$ cat src/rtl/sfr_pkg.sv
// Shared constants, types and decoders of the serial fiber port router.
package sfr_pkg;

  // Receiver threshold comparators, thermometer coded.
  localparam int LVL_W     = 3;
  localparam int LVL_FLOOR = 0;
  localparam int LVL_RSV   = 1;
  localparam int LVL_HIGH  = 2;

  // Bar graph segments: green high, green low, yellow, red.
  localparam int BAR_W = 4;
  localparam logic [BAR_W-1:0] BAR_OFF   = 4'h0;
  localparam logic [BAR_W-1:0] BAR_VGOOD = 4'h7;
  localparam logic [BAR_W-1:0] BAR_GOOD  = 4'h6;
  localparam logic [BAR_W-1:0] BAR_CRIT  = 4'h4;
  localparam logic [BAR_W-1:0] BAR_ERR   = 4'h8;

  // Activity indicator stretch time.
  localparam int CLK_PERIOD_NS = 20;
  localparam int ACT_PULSE_NS  = 10_000_000;
  localparam int ACT_PULSE_CYC = ACT_PULSE_NS / CLK_PERIOD_NS;
  localparam int ACT_CNT_W     = 20;

  typedef enum logic [1:0] {
    Q_ERR,
    Q_CRIT,
    Q_GOOD,
    Q_VGOOD
  } sfr_qual_e;

  typedef struct packed {
    logic                 cfg_done;
    logic                 star;
    logic                 idle_light_off;
    logic                 red;
    logic                 bdis;
    logic                 use_b;
    logic                 cu_txd;
    logic                 a_tx;
    logic                 b_tx;
    logic                 bp_o;
    logic                 bp_oe;
    logic [BAR_W-1:0]     bar_a;
    logic [BAR_W-1:0]     bar_b;
    logic                 relay;
    logic                 led_tx;
    logic                 led_rx;
    logic [ACT_CNT_W-1:0] tx_cnt;
    logic [ACT_CNT_W-1:0] rx_cnt;
  } sfr_state_s;

  // Reset state: switches read as off, serial line at mark, optics dark.
  localparam sfr_state_s SFR_STATE_RST = '{cu_txd: 1'b1, default: '0};

  function automatic sfr_qual_e sfr_quality(input logic [LVL_W-1:0] lvl);
    if (!lvl[LVL_FLOOR])     return Q_ERR;
    else if (!lvl[LVL_RSV])  return Q_CRIT;
    else if (!lvl[LVL_HIGH]) return Q_GOOD;
    else                     return Q_VGOOD;
  endfunction : sfr_quality

endpackage : sfr_pkg

$ cat src/rtl/sfr_router.sv
// Routing, idle level and diagnostic logic of the serial fiber converter.
`timescale 1ns/100ps

module sfr_router #(
  parameter int ACT_CYCLES = sfr_pkg::ACT_PULSE_CYC
) (
  input  wire logic                      clk,
  input  wire logic                      nrst,
  input  wire logic                      routing_select_switch,
  input  wire logic                      idle_level_switch,
  input  wire logic                      failover_switch,
  input  wire logic                      second_port_disable_switch,
  input  wire logic                      single_port_variant,
  input  wire logic                      copper_rxd,
  output logic                           copper_txd,
  input  wire logic                      opt_a_rx_light,
  input  wire logic                      opt_b_rx_light,
  output logic                           opt_a_tx_light,
  output logic                           opt_b_tx_light,
  input  wire logic [sfr_pkg::LVL_W-1:0] opt_a_level,
  input  wire logic [sfr_pkg::LVL_W-1:0] opt_b_level,
  input  wire logic                      bp_data_i,
  output logic                           bp_data_o,
  output logic                           bp_data_oe,
  output logic [sfr_pkg::BAR_W-1:0]      optical_quality_bar_a,
  output logic [sfr_pkg::BAR_W-1:0]      optical_quality_bar_b,
  output logic                           relay_energized,
  output logic                           copper_tx_activity_led,
  output logic                           copper_rx_activity_led,
  output logic                           port_b_selected
);
  import sfr_pkg::*;

  localparam logic [ACT_CNT_W-1:0] ACT_LOAD = ACT_CNT_W'(ACT_CYCLES);

  sfr_state_s st_r;
  sfr_state_s st_nxt;

  sfr_qual_e  qa;
  sfr_qual_e  qb;
  logic       a_rx;
  logic       b_rx;
  logic       rx_sel;
  logic       bp_others;
  logic       cu_tx_d;
  logic       a_tx_d;
  logic       b_tx_d;
  logic       bp_drv;

  // Bar segments for one port; in dark-idle mode only raw light is shown.
  function automatic logic [BAR_W-1:0] bar_of(input sfr_qual_e q,
                                              input logic      light,
                                              input logic      idle_light_off,
                                              input logic      en);
    if (!en)
      return BAR_OFF;
    if (idle_light_off)
      return light ? BAR_VGOOD : BAR_OFF;
    unique case (q)
      Q_VGOOD: return BAR_VGOOD;
      Q_GOOD:  return BAR_GOOD;
      Q_CRIT:  return BAR_CRIT;
      Q_ERR:   return BAR_ERR;
    endcase
  endfunction : bar_of

  always_comb begin
    st_nxt = st_r;
    qa     = sfr_quality(opt_a_level);
    qb     = sfr_quality(opt_b_level);
    // Light polarity: on at idle means light carries logic 1 directly.
    a_rx   = opt_a_rx_light ^ st_r.idle_light_off;
    b_rx   = st_r.bdis ? 1'b1 : (opt_b_rx_light ^ st_r.idle_light_off);
    rx_sel = st_r.use_b ? b_rx : a_rx;
    // Our own low drive on the wired backplane must not echo back.
    bp_others = bp_data_i | st_r.bp_oe;
    cu_tx_d   = 1'b1;
    a_tx_d    = 1'b1;
    b_tx_d    = 1'b1;
    bp_drv    = 1'b1;

    if (!st_r.cfg_done) begin
      // Straps are taken once, the first edge after reset release.
      st_nxt.cfg_done = 1'b1;
      st_nxt.star     = routing_select_switch;
      st_nxt.red      = failover_switch & ~single_port_variant;
      st_nxt.bdis     = second_port_disable_switch |
                        single_port_variant;
      st_nxt.idle_light_off     = idle_level_switch &
                        ~(failover_switch & ~single_port_variant);
    end else begin
      if (st_r.red) begin
        cu_tx_d = rx_sel & (st_r.star ? bp_data_i : 1'b1);
        a_tx_d  = copper_rxd & (st_r.star ? bp_others : 1'b1);
        b_tx_d  = a_tx_d;
        bp_drv  = copper_rxd & rx_sel;
      end else if (st_r.star) begin
        cu_tx_d = a_rx & b_rx & bp_data_i;
        a_tx_d  = copper_rxd & bp_others;
        b_tx_d  = a_tx_d;
        bp_drv  = copper_rxd & a_rx & b_rx;
      end else begin
        cu_tx_d = a_rx;
        a_tx_d  = copper_rxd & b_rx;
        b_tx_d  = a_rx;
      end

      st_nxt.use_b  = st_r.red & ~st_r.bdis & (qa <= Q_CRIT);
      st_nxt.cu_txd = cu_tx_d;
      st_nxt.a_tx   = a_tx_d ^ st_r.idle_light_off;
      st_nxt.b_tx   = st_r.bdis ? 1'b0 : (b_tx_d ^ st_r.idle_light_off);
      st_nxt.bp_o   = 1'b0;
      st_nxt.bp_oe  = st_r.star & ~bp_drv;
      st_nxt.bar_a  = bar_of(qa, opt_a_rx_light, st_r.idle_light_off, 1'b1);
      st_nxt.bar_b  = bar_of(qb, opt_b_rx_light, st_r.idle_light_off,
                             ~st_r.bdis);
      // Without steady idle light there is no power figure to judge.
      st_nxt.relay  = st_r.idle_light_off |
                      ((qa > Q_CRIT) &&
                       (st_r.bdis || (qb > Q_CRIT)));

      if (!cu_tx_d)
        st_nxt.tx_cnt = ACT_LOAD;
      else if (st_r.tx_cnt != '0)
        st_nxt.tx_cnt = st_r.tx_cnt - 1'b1;
      if (!copper_rxd)
        st_nxt.rx_cnt = ACT_LOAD;
      else if (st_r.rx_cnt != '0)
        st_nxt.rx_cnt = st_r.rx_cnt - 1'b1;
      st_nxt.led_tx = (st_nxt.tx_cnt != '0);
      st_nxt.led_rx = (st_nxt.rx_cnt != '0);
    end
  end

  always_ff @(posedge clk or negedge nrst) begin
    if (!nrst) begin
      st_r <= SFR_STATE_RST;
    end else begin
      st_r <= st_nxt;
    end
  end

  assign copper_txd             = st_r.cu_txd;
  assign opt_a_tx_light         = st_r.a_tx;
  assign opt_b_tx_light         = st_r.b_tx;
  assign bp_data_o              = st_r.bp_o;
  assign bp_data_oe             = st_r.bp_oe;
  assign optical_quality_bar_a  = st_r.bar_a;
  assign optical_quality_bar_b  = st_r.bar_b;
  assign relay_energized        = st_r.relay;
  assign copper_tx_activity_led = st_r.led_tx;
  assign copper_rx_activity_led = st_r.led_rx;
  assign port_b_selected        = st_r.use_b;

  logic line_on;
  logic star_on;
  assign line_on = st_r.cfg_done & ~st_r.star & ~st_r.red;
  assign star_on = st_r.cfg_done & st_r.star & ~st_r.red;
endmodule : sfr_router

$ cat config.mk
export PLATFORM = sky130hd
export DESIGN_NAME = sfr_router
export DESIGN_NICKNAME = d
export VERILOG_FILES = /design/src/rtl/sfr_pkg.sv /design/src/rtl/sfr_router.sv
export SDC_FILE = /design/constraint.sdc
export NUM_CORES = 1
export LEC_CHECK = 0
export BUFFER_PORTS_ARGS = -buffer_cell sky130_fd_sc_hd__buf_4
export CORE_UTILIZATION = 40
export CTS_BUF_LIST = sky130_fd_sc_hd__clkbuf_2 sky130_fd_sc_hd__clkbuf_4 sky130_fd_sc_hd__clkbuf_8
export DETAILED_ROUTE_END_ITERATION = 10
export SLEW_MARGIN = 20
export SYNTH_ARGS = -nofsm -noshare
export SYNTH_HDL_FRONTEND = slang
export SYNTH_SLANG_ARGS = --single-unit
$ cat constraint.sdc
create_clock -name clk -period 4.5 [get_ports clk]
set_clock_uncertainty 0.1 [all_clocks]
set_input_delay 0 -clock clk [delete_from_list [all_inputs] [get_ports clk]]
set_output_delay 0 -clock clk [all_outputs]
set_load 0.01 [all_outputs]
* Yosys cells after proc, flatten, opt, wreduce, memory -nomap -nowiden
Cells that the tools add are included.
** Word-level totals
- Register bits :: 61
- Input port bits :: 17
- Output and inout bits :: 17
** Operators by class
- Add/subtract/negate cells :: 2
- Bitwise gates (word level) :: 25
- Mux-type cells :: 45
- Magnitude comparators :: 3
- Reductions and logical operators :: 8
- Equality and inequality tests :: 6
** Operators with widths (number)
- 20-bit 2-to-1 mux :: 6
- 20-bit nonzero test :: 4
- 20-bit by 1-bit subtractor with 20-bit output (second input constant) :: 2
- 4-bit one-hot mux with 4 select lines :: 2
- 1-bit 2-to-1 mux :: 25
- 4-bit 2-to-1 mux :: 6
- 1-bit bitwise AND :: 14
- 2-bit equality test (second input constant) :: 4
- 2-bit 2-to-1 mux :: 4
- 3-bit 2-to-1 mux :: 2
- 2-bit by 1-bit equality test with 1-bit output (second input constant) :: 2
- 2-bit by 1-bit > comparator with 1-bit output (second input constant) :: 2
- 2-bit zero test :: 2
- 1-bit NOT :: 4
- 1-bit XOR :: 4
- 1-bit OR :: 3
- 2-bit by 1-bit less-or-equal comparator with 1-bit output (second input constant) :: 1
- 1-bit logical AND :: 1
- 1-bit logical OR :: 1

* Longest topological paths before layout
- Depth after elaboration :: 10
- Depth in mapped cells :: 11
- Mapped depth without buffers :: 9

* Least setup slack after synthesis
OpenSTA, ideal clock, no wires.
- Path kind :: register to register
- From :: register st_r[28] (netlist name)
- To :: register st_r, in the netlist copper_tx_activity_led
- Data required time :: 4.257 ns
- Slack :: 1.644 ns
- Arrival :: 2.613 ns
- Buffers on the path :: 3
- Clock period less this slack :: 2.856 ns
- Stages on the path, launching flop included :: 11
- Cells stage by stage :: dfrtp_1 > buf_6 > or3_1 > buf_2 > or4_1 > buf_6 > nor4_1 > xor2_1 > or4_1 > nor3_1 > a41oi_1
** Between the ends
- Cells in the longest elaborated chain, start to end :: 5
- Elaborated cells between the ends (all ways) :: 6
- Classes of those cells :: add/sub: 1; mux: 3; reduce/logical: 2
** Ends and longest elaborated chain
- start: declaration :: line sfr_router.sv:36 : sfr_state_s st_r;
- start signal: assignment :: line sfr_router.sv:139 : st_r <= st_nxt;
- 20-bit by 1-bit subtractor with 20-bit output or 20-bit nonzero test (tied branches) :: line sfr_router.sv:125, sfr_router.sv:124
- 20-bit 2-to-1 mux * :: line sfr_router.sv:124 : else if (st_r.tx_cnt != '0)
- 20-bit 2-to-1 mux * :: line sfr_router.sv:122 : if (!cu_tx_d)
- 20-bit 2-to-1 mux * :: line sfr_router.sv:82 : if (!st_r.cfg_done) begin
- 20-bit nonzero test * :: line sfr_router.sv:130 : st_nxt.led_tx = (st_nxt.tx_cnt != '0);
Every way passes the cells marked *; elsewhere a longest branch is shown, timed or not. The select of a mux whose other input is x is not followed.
A chain may end at the register's enable or synchronous reset.

* Worst setup path in the final report
Same ends and word-level chain as after synthesis.

==> reports/qor.yml <==
yosys-mux-area-fraction: 0.0363
worst_pin_slew_ns: 0.819
drt-wirelength-per-cell_um: 14.4
fillers: 919
via_count: 3433
ctsResizeCount: 0
drt_iter0_markers: 212
rsz0062_at_grt: "false"
required_ns: 4.60
port_buffers: 32
setup_viol_count_final: 0
grtUsageTotal: 0.192
grt_max_degree: 87
boundaryPins: 34
critPathKind: "flop to flop"
worst-r2r-setup-slack_ns: 1.28
cts_max_level: 3
first_pass_iters: 4
slowest_stage: "or4_1"
grt_pass1_wl_mm: 15.4
routabilityCongestion: 0.840
reg2regPathDepth: 7
syn-cell-area_um2: 3860
max_freq_ghz: 0.310
synth_compound_area_frac: 0.189
p_int_mw: 1.19
cp_top_family: "simple AND/OR/NAND/NOR gates"
initial_core_util: 0.416
core_area_um2: 9280
synth_area_per_cell_um2: 8.15
endpoint_kind: "flop"
syn_inst: 474
drive_gt1_frac: 0.145
synth.distinct_cells: 60
cts_tree: "built"
wl_mm: 9.08
layout.area.seq_um2: 1530
fin_cells: 631
timing.setup.tns_ns: 0
drc: 0
finalMaxSlewViolations: 0
max-slew-margin-rel: 0.454
hp-start: "opt_b_level[1]"
slowest_delay_ns: 0.64
die-height_um: 100
status: "finished, final reports clean"
hold_path_class: "input port to flop"
worstHoldPathCells: 5
synthArstFlopShare: 1.00
clock_path_buffers: 2
cts_sinks: 61
ys.flop_type: "dfrtp_1"
r2r-end: "copper_tx_activity_led"
hold-worst-slack_ns: 0.0179
nets: 518
die_width_um: 100
yosysSeqAreaShare: 0.395
synth_xor_xnor_area_share: 0.0272
timing.final.crit_share: 0.717
yosys.area_share.simple: 0.261
die_area_um2: 10100
min_to: "relay_energized"
power.clock.fraction: 0.314
p_seq_frac: 0.412
clk_pin_slew_ns: 0.07
ys.warnings.count: 0
ir_drop_mv: 0.241
ant_nets: 0
grt-ovfl-total: 0
antenna_found_initial: 0
std_cell_rows: 35
via_per_inst: 5.44
rr_startpoint: "st_r[28]"
path_cells: "or3_1 > or4_1 > nor3_4 > nor4bb_1 > or3_1 > nor4_2 > a41oi_1"
worstPathArrival_ns: 3.33
leakage_nw: 1.79
synth_top_family_by_area: "simple AND/OR/NAND/NOR gates"
switchingPower_mw: 0.643
synth-seq-cells: 61
p_per_area_nw_per_um2: 407
yosys.area_share.adder: 0.0130
synth_edf_count: 0
drv_cap: 0
multi_input_area_um2: 2040
crit_fanout: 17
crit_top_cell: "or3_1"
grt_pass1_vias: 3169
fin_crit_ns: 3.22
switching_share: 0.352
hold_viol_final: 0
dp_hpwl_mm: 5.93
crit_buf_inv: 0
syn_nets: 495
clkLatencyLatePin_ns: 0.35
cp-start-kind: "flop"
antenna_cells: 0
cts-root-buf: "clkbuf_8"
place_inst: 597
cts_buffers: 9
syn_to_final_growth_pct: 16.4
p_comb_frac: 0.274
area by class of cell:
type	count	area share
clock buffer	11	0.0337
clock inverter	5	0.0184
inverter	23	0.0192
multi-input combinational	349	0.455
sequential	61	0.340
tap	129	0.0359
timing repair buffer	53	0.0985
tightest hold or removal path, stage by stage:
cell,delay [ns]
buf_4,0.08
a21oi_1,0.05
nor2_1,0.08
nor2_1,0.04
a21oi_1,0.14
cell usage in the layout (no fill, tap or decap), types with 3 or more instances in the layout:
| cell | count |
|---|---|
| ha_1 | 4 |
| nand3_1 | 8 |
| clkinvlp_4 | 3 |
| mux2_2 | 8 |
| mux2i_1 | 5 |
| nand4_1 | 3 |
| nand2b_1 | 4 |
| a21oi_1 | 20 |
| or3_1 | 7 |
| buf_4 | 35 |
| dlygate4sd3_1 | 18 |
| inv_1 | 22 |
| nor2_1 | 45 |
| nand2_1 | 62 |
| o41ai_1 | 5 |
| and2_1 | 3 |
| o21ai_0 | 47 |
| o31a_1 | 3 |
| nor3_1 | 22 |
| xnor2_1 | 6 |
| dfrtp_1 | 59 |
| nor2b_1 | 6 |
| o22ai_1 | 8 |
| clkbuf_8 | 11 |
| a31oi_1 | 5 |
| or4_1 | 9 |
| a22o_1 | 3 |
| nand4b_1 | 3 |
| o31ai_1 | 4 |
| nor4_1 | 15 |
| xor2_1 | 6 |
| or2_2 | 4 |
power by group through the flow:
stage	sequential (mW)	clock, mW	combinational (mW)
2_1_floorplan	0.709	0	0.409
3_3_place_gp	0.757	0	0.480
3_5_place_dp	0.761	0	0.487
4_1_cts	0.751	0.585	0.503
5_1_grt	0.774	0.605	0.569
6_report	0.753	0.575	0.500
sequential cells by signal, summed over array words and instances, names as in the netlist:
register and count:
st_r 45, optical_quality_bar_a 4, optical_quality_bar_b 4, bp_data_oe 1
copper_rx_activity_led 1, copper_tx_activity_led 1, copper_txd 1, opt_a_tx_light 1
opt_b_tx_light 1, port_b_selected 1, relay_energized 1
cell families after synthesis:
kind of cell / Yosys count
buffers and inverters: 64
other: 2
DFF: 61
xor gates and xnor gates: 12
muxes: 13
and+or+nand+nor: 201
adders and majority gates: 4
AOI/OAI and AO/OA: 117
synth_stat cells (4+ instances only):
cell / n / area share
nand2_1: 62 / 0.060
dfrtp_1: 60 / 0.39
o21ai_0: 47 / 0.061
nor2_1: 45 / 0.044
clkbuf_1: 26 / 0.025
inv_1: 22 / 0.021
nor3_1: 22 / 0.028
a21oi_1: 20 / 0.026
nor4_1: 15 / 0.024
buf_4: 9 / 0.017
or4_1: 9 / 0.017
mux2_2: 8 / 0.023
nand3_1: 8 / 0.010
o22ai_1: 8 / 0.013
or3_1: 7 / 0.011
nor2b_1: 6 / 0.0097
xnor2_1: 6 / 0.014
xor2_1: 6 / 0.014
a31oi_1: 5 / 0.0081
mux2i_1: 5 / 0.013
o41ai_1: 5 / 0.011
ha_1: 4 / 0.013
nand2b_1: 4 / 0.0065
o31ai_1: 4 / 0.0078
or2_2: 4 / 0.0065
routing by layer:
layer	GRT usage	up-vias	share of wire
li1	-	1728	-
met5	0	-	0
met2	0.302	89	0.46
met3	0.0286	6	0.044
met1	0.270	1610	0.49
met4	0.0647	0	0.0065
worst max path at each step:
stage | depth (start not counted) | from | end
6_report | 7 | st_r[28] | copper_tx_activity_led
5_1_grt | 7 | st_r[28] | copper_tx_activity_led
4_1_cts | 7 | st_r[28] | copper_tx_activity_led
3_5_place_dp | 7 | st_r[28] | copper_tx_activity_led
3_3_place_gp | 7 | st_r[28] | copper_tx_activity_led
2_1_floorplan | 10 | st_r[28] | copper_tx_activity_led
through the flow:
step                area (µm²)  setup slack [ns]  total power [mW]  utilization
CTS                       4500              1.27              1.84        0.485
global placement          4080              1.33              1.24        0.440
finish                    4500              1.28              1.83        0.485
global route              4500             0.988              1.95        0.485
detailed placement        4080              1.28              1.25        0.440
floorplan                 3860              1.64              1.12            -
what timing repair did:
item	4_1_cts	5_1_grt
hold buffers	18	0
setup buffers	0	0
hold endpoints to repair	86	0
Power figures use the tool's default switching activity.
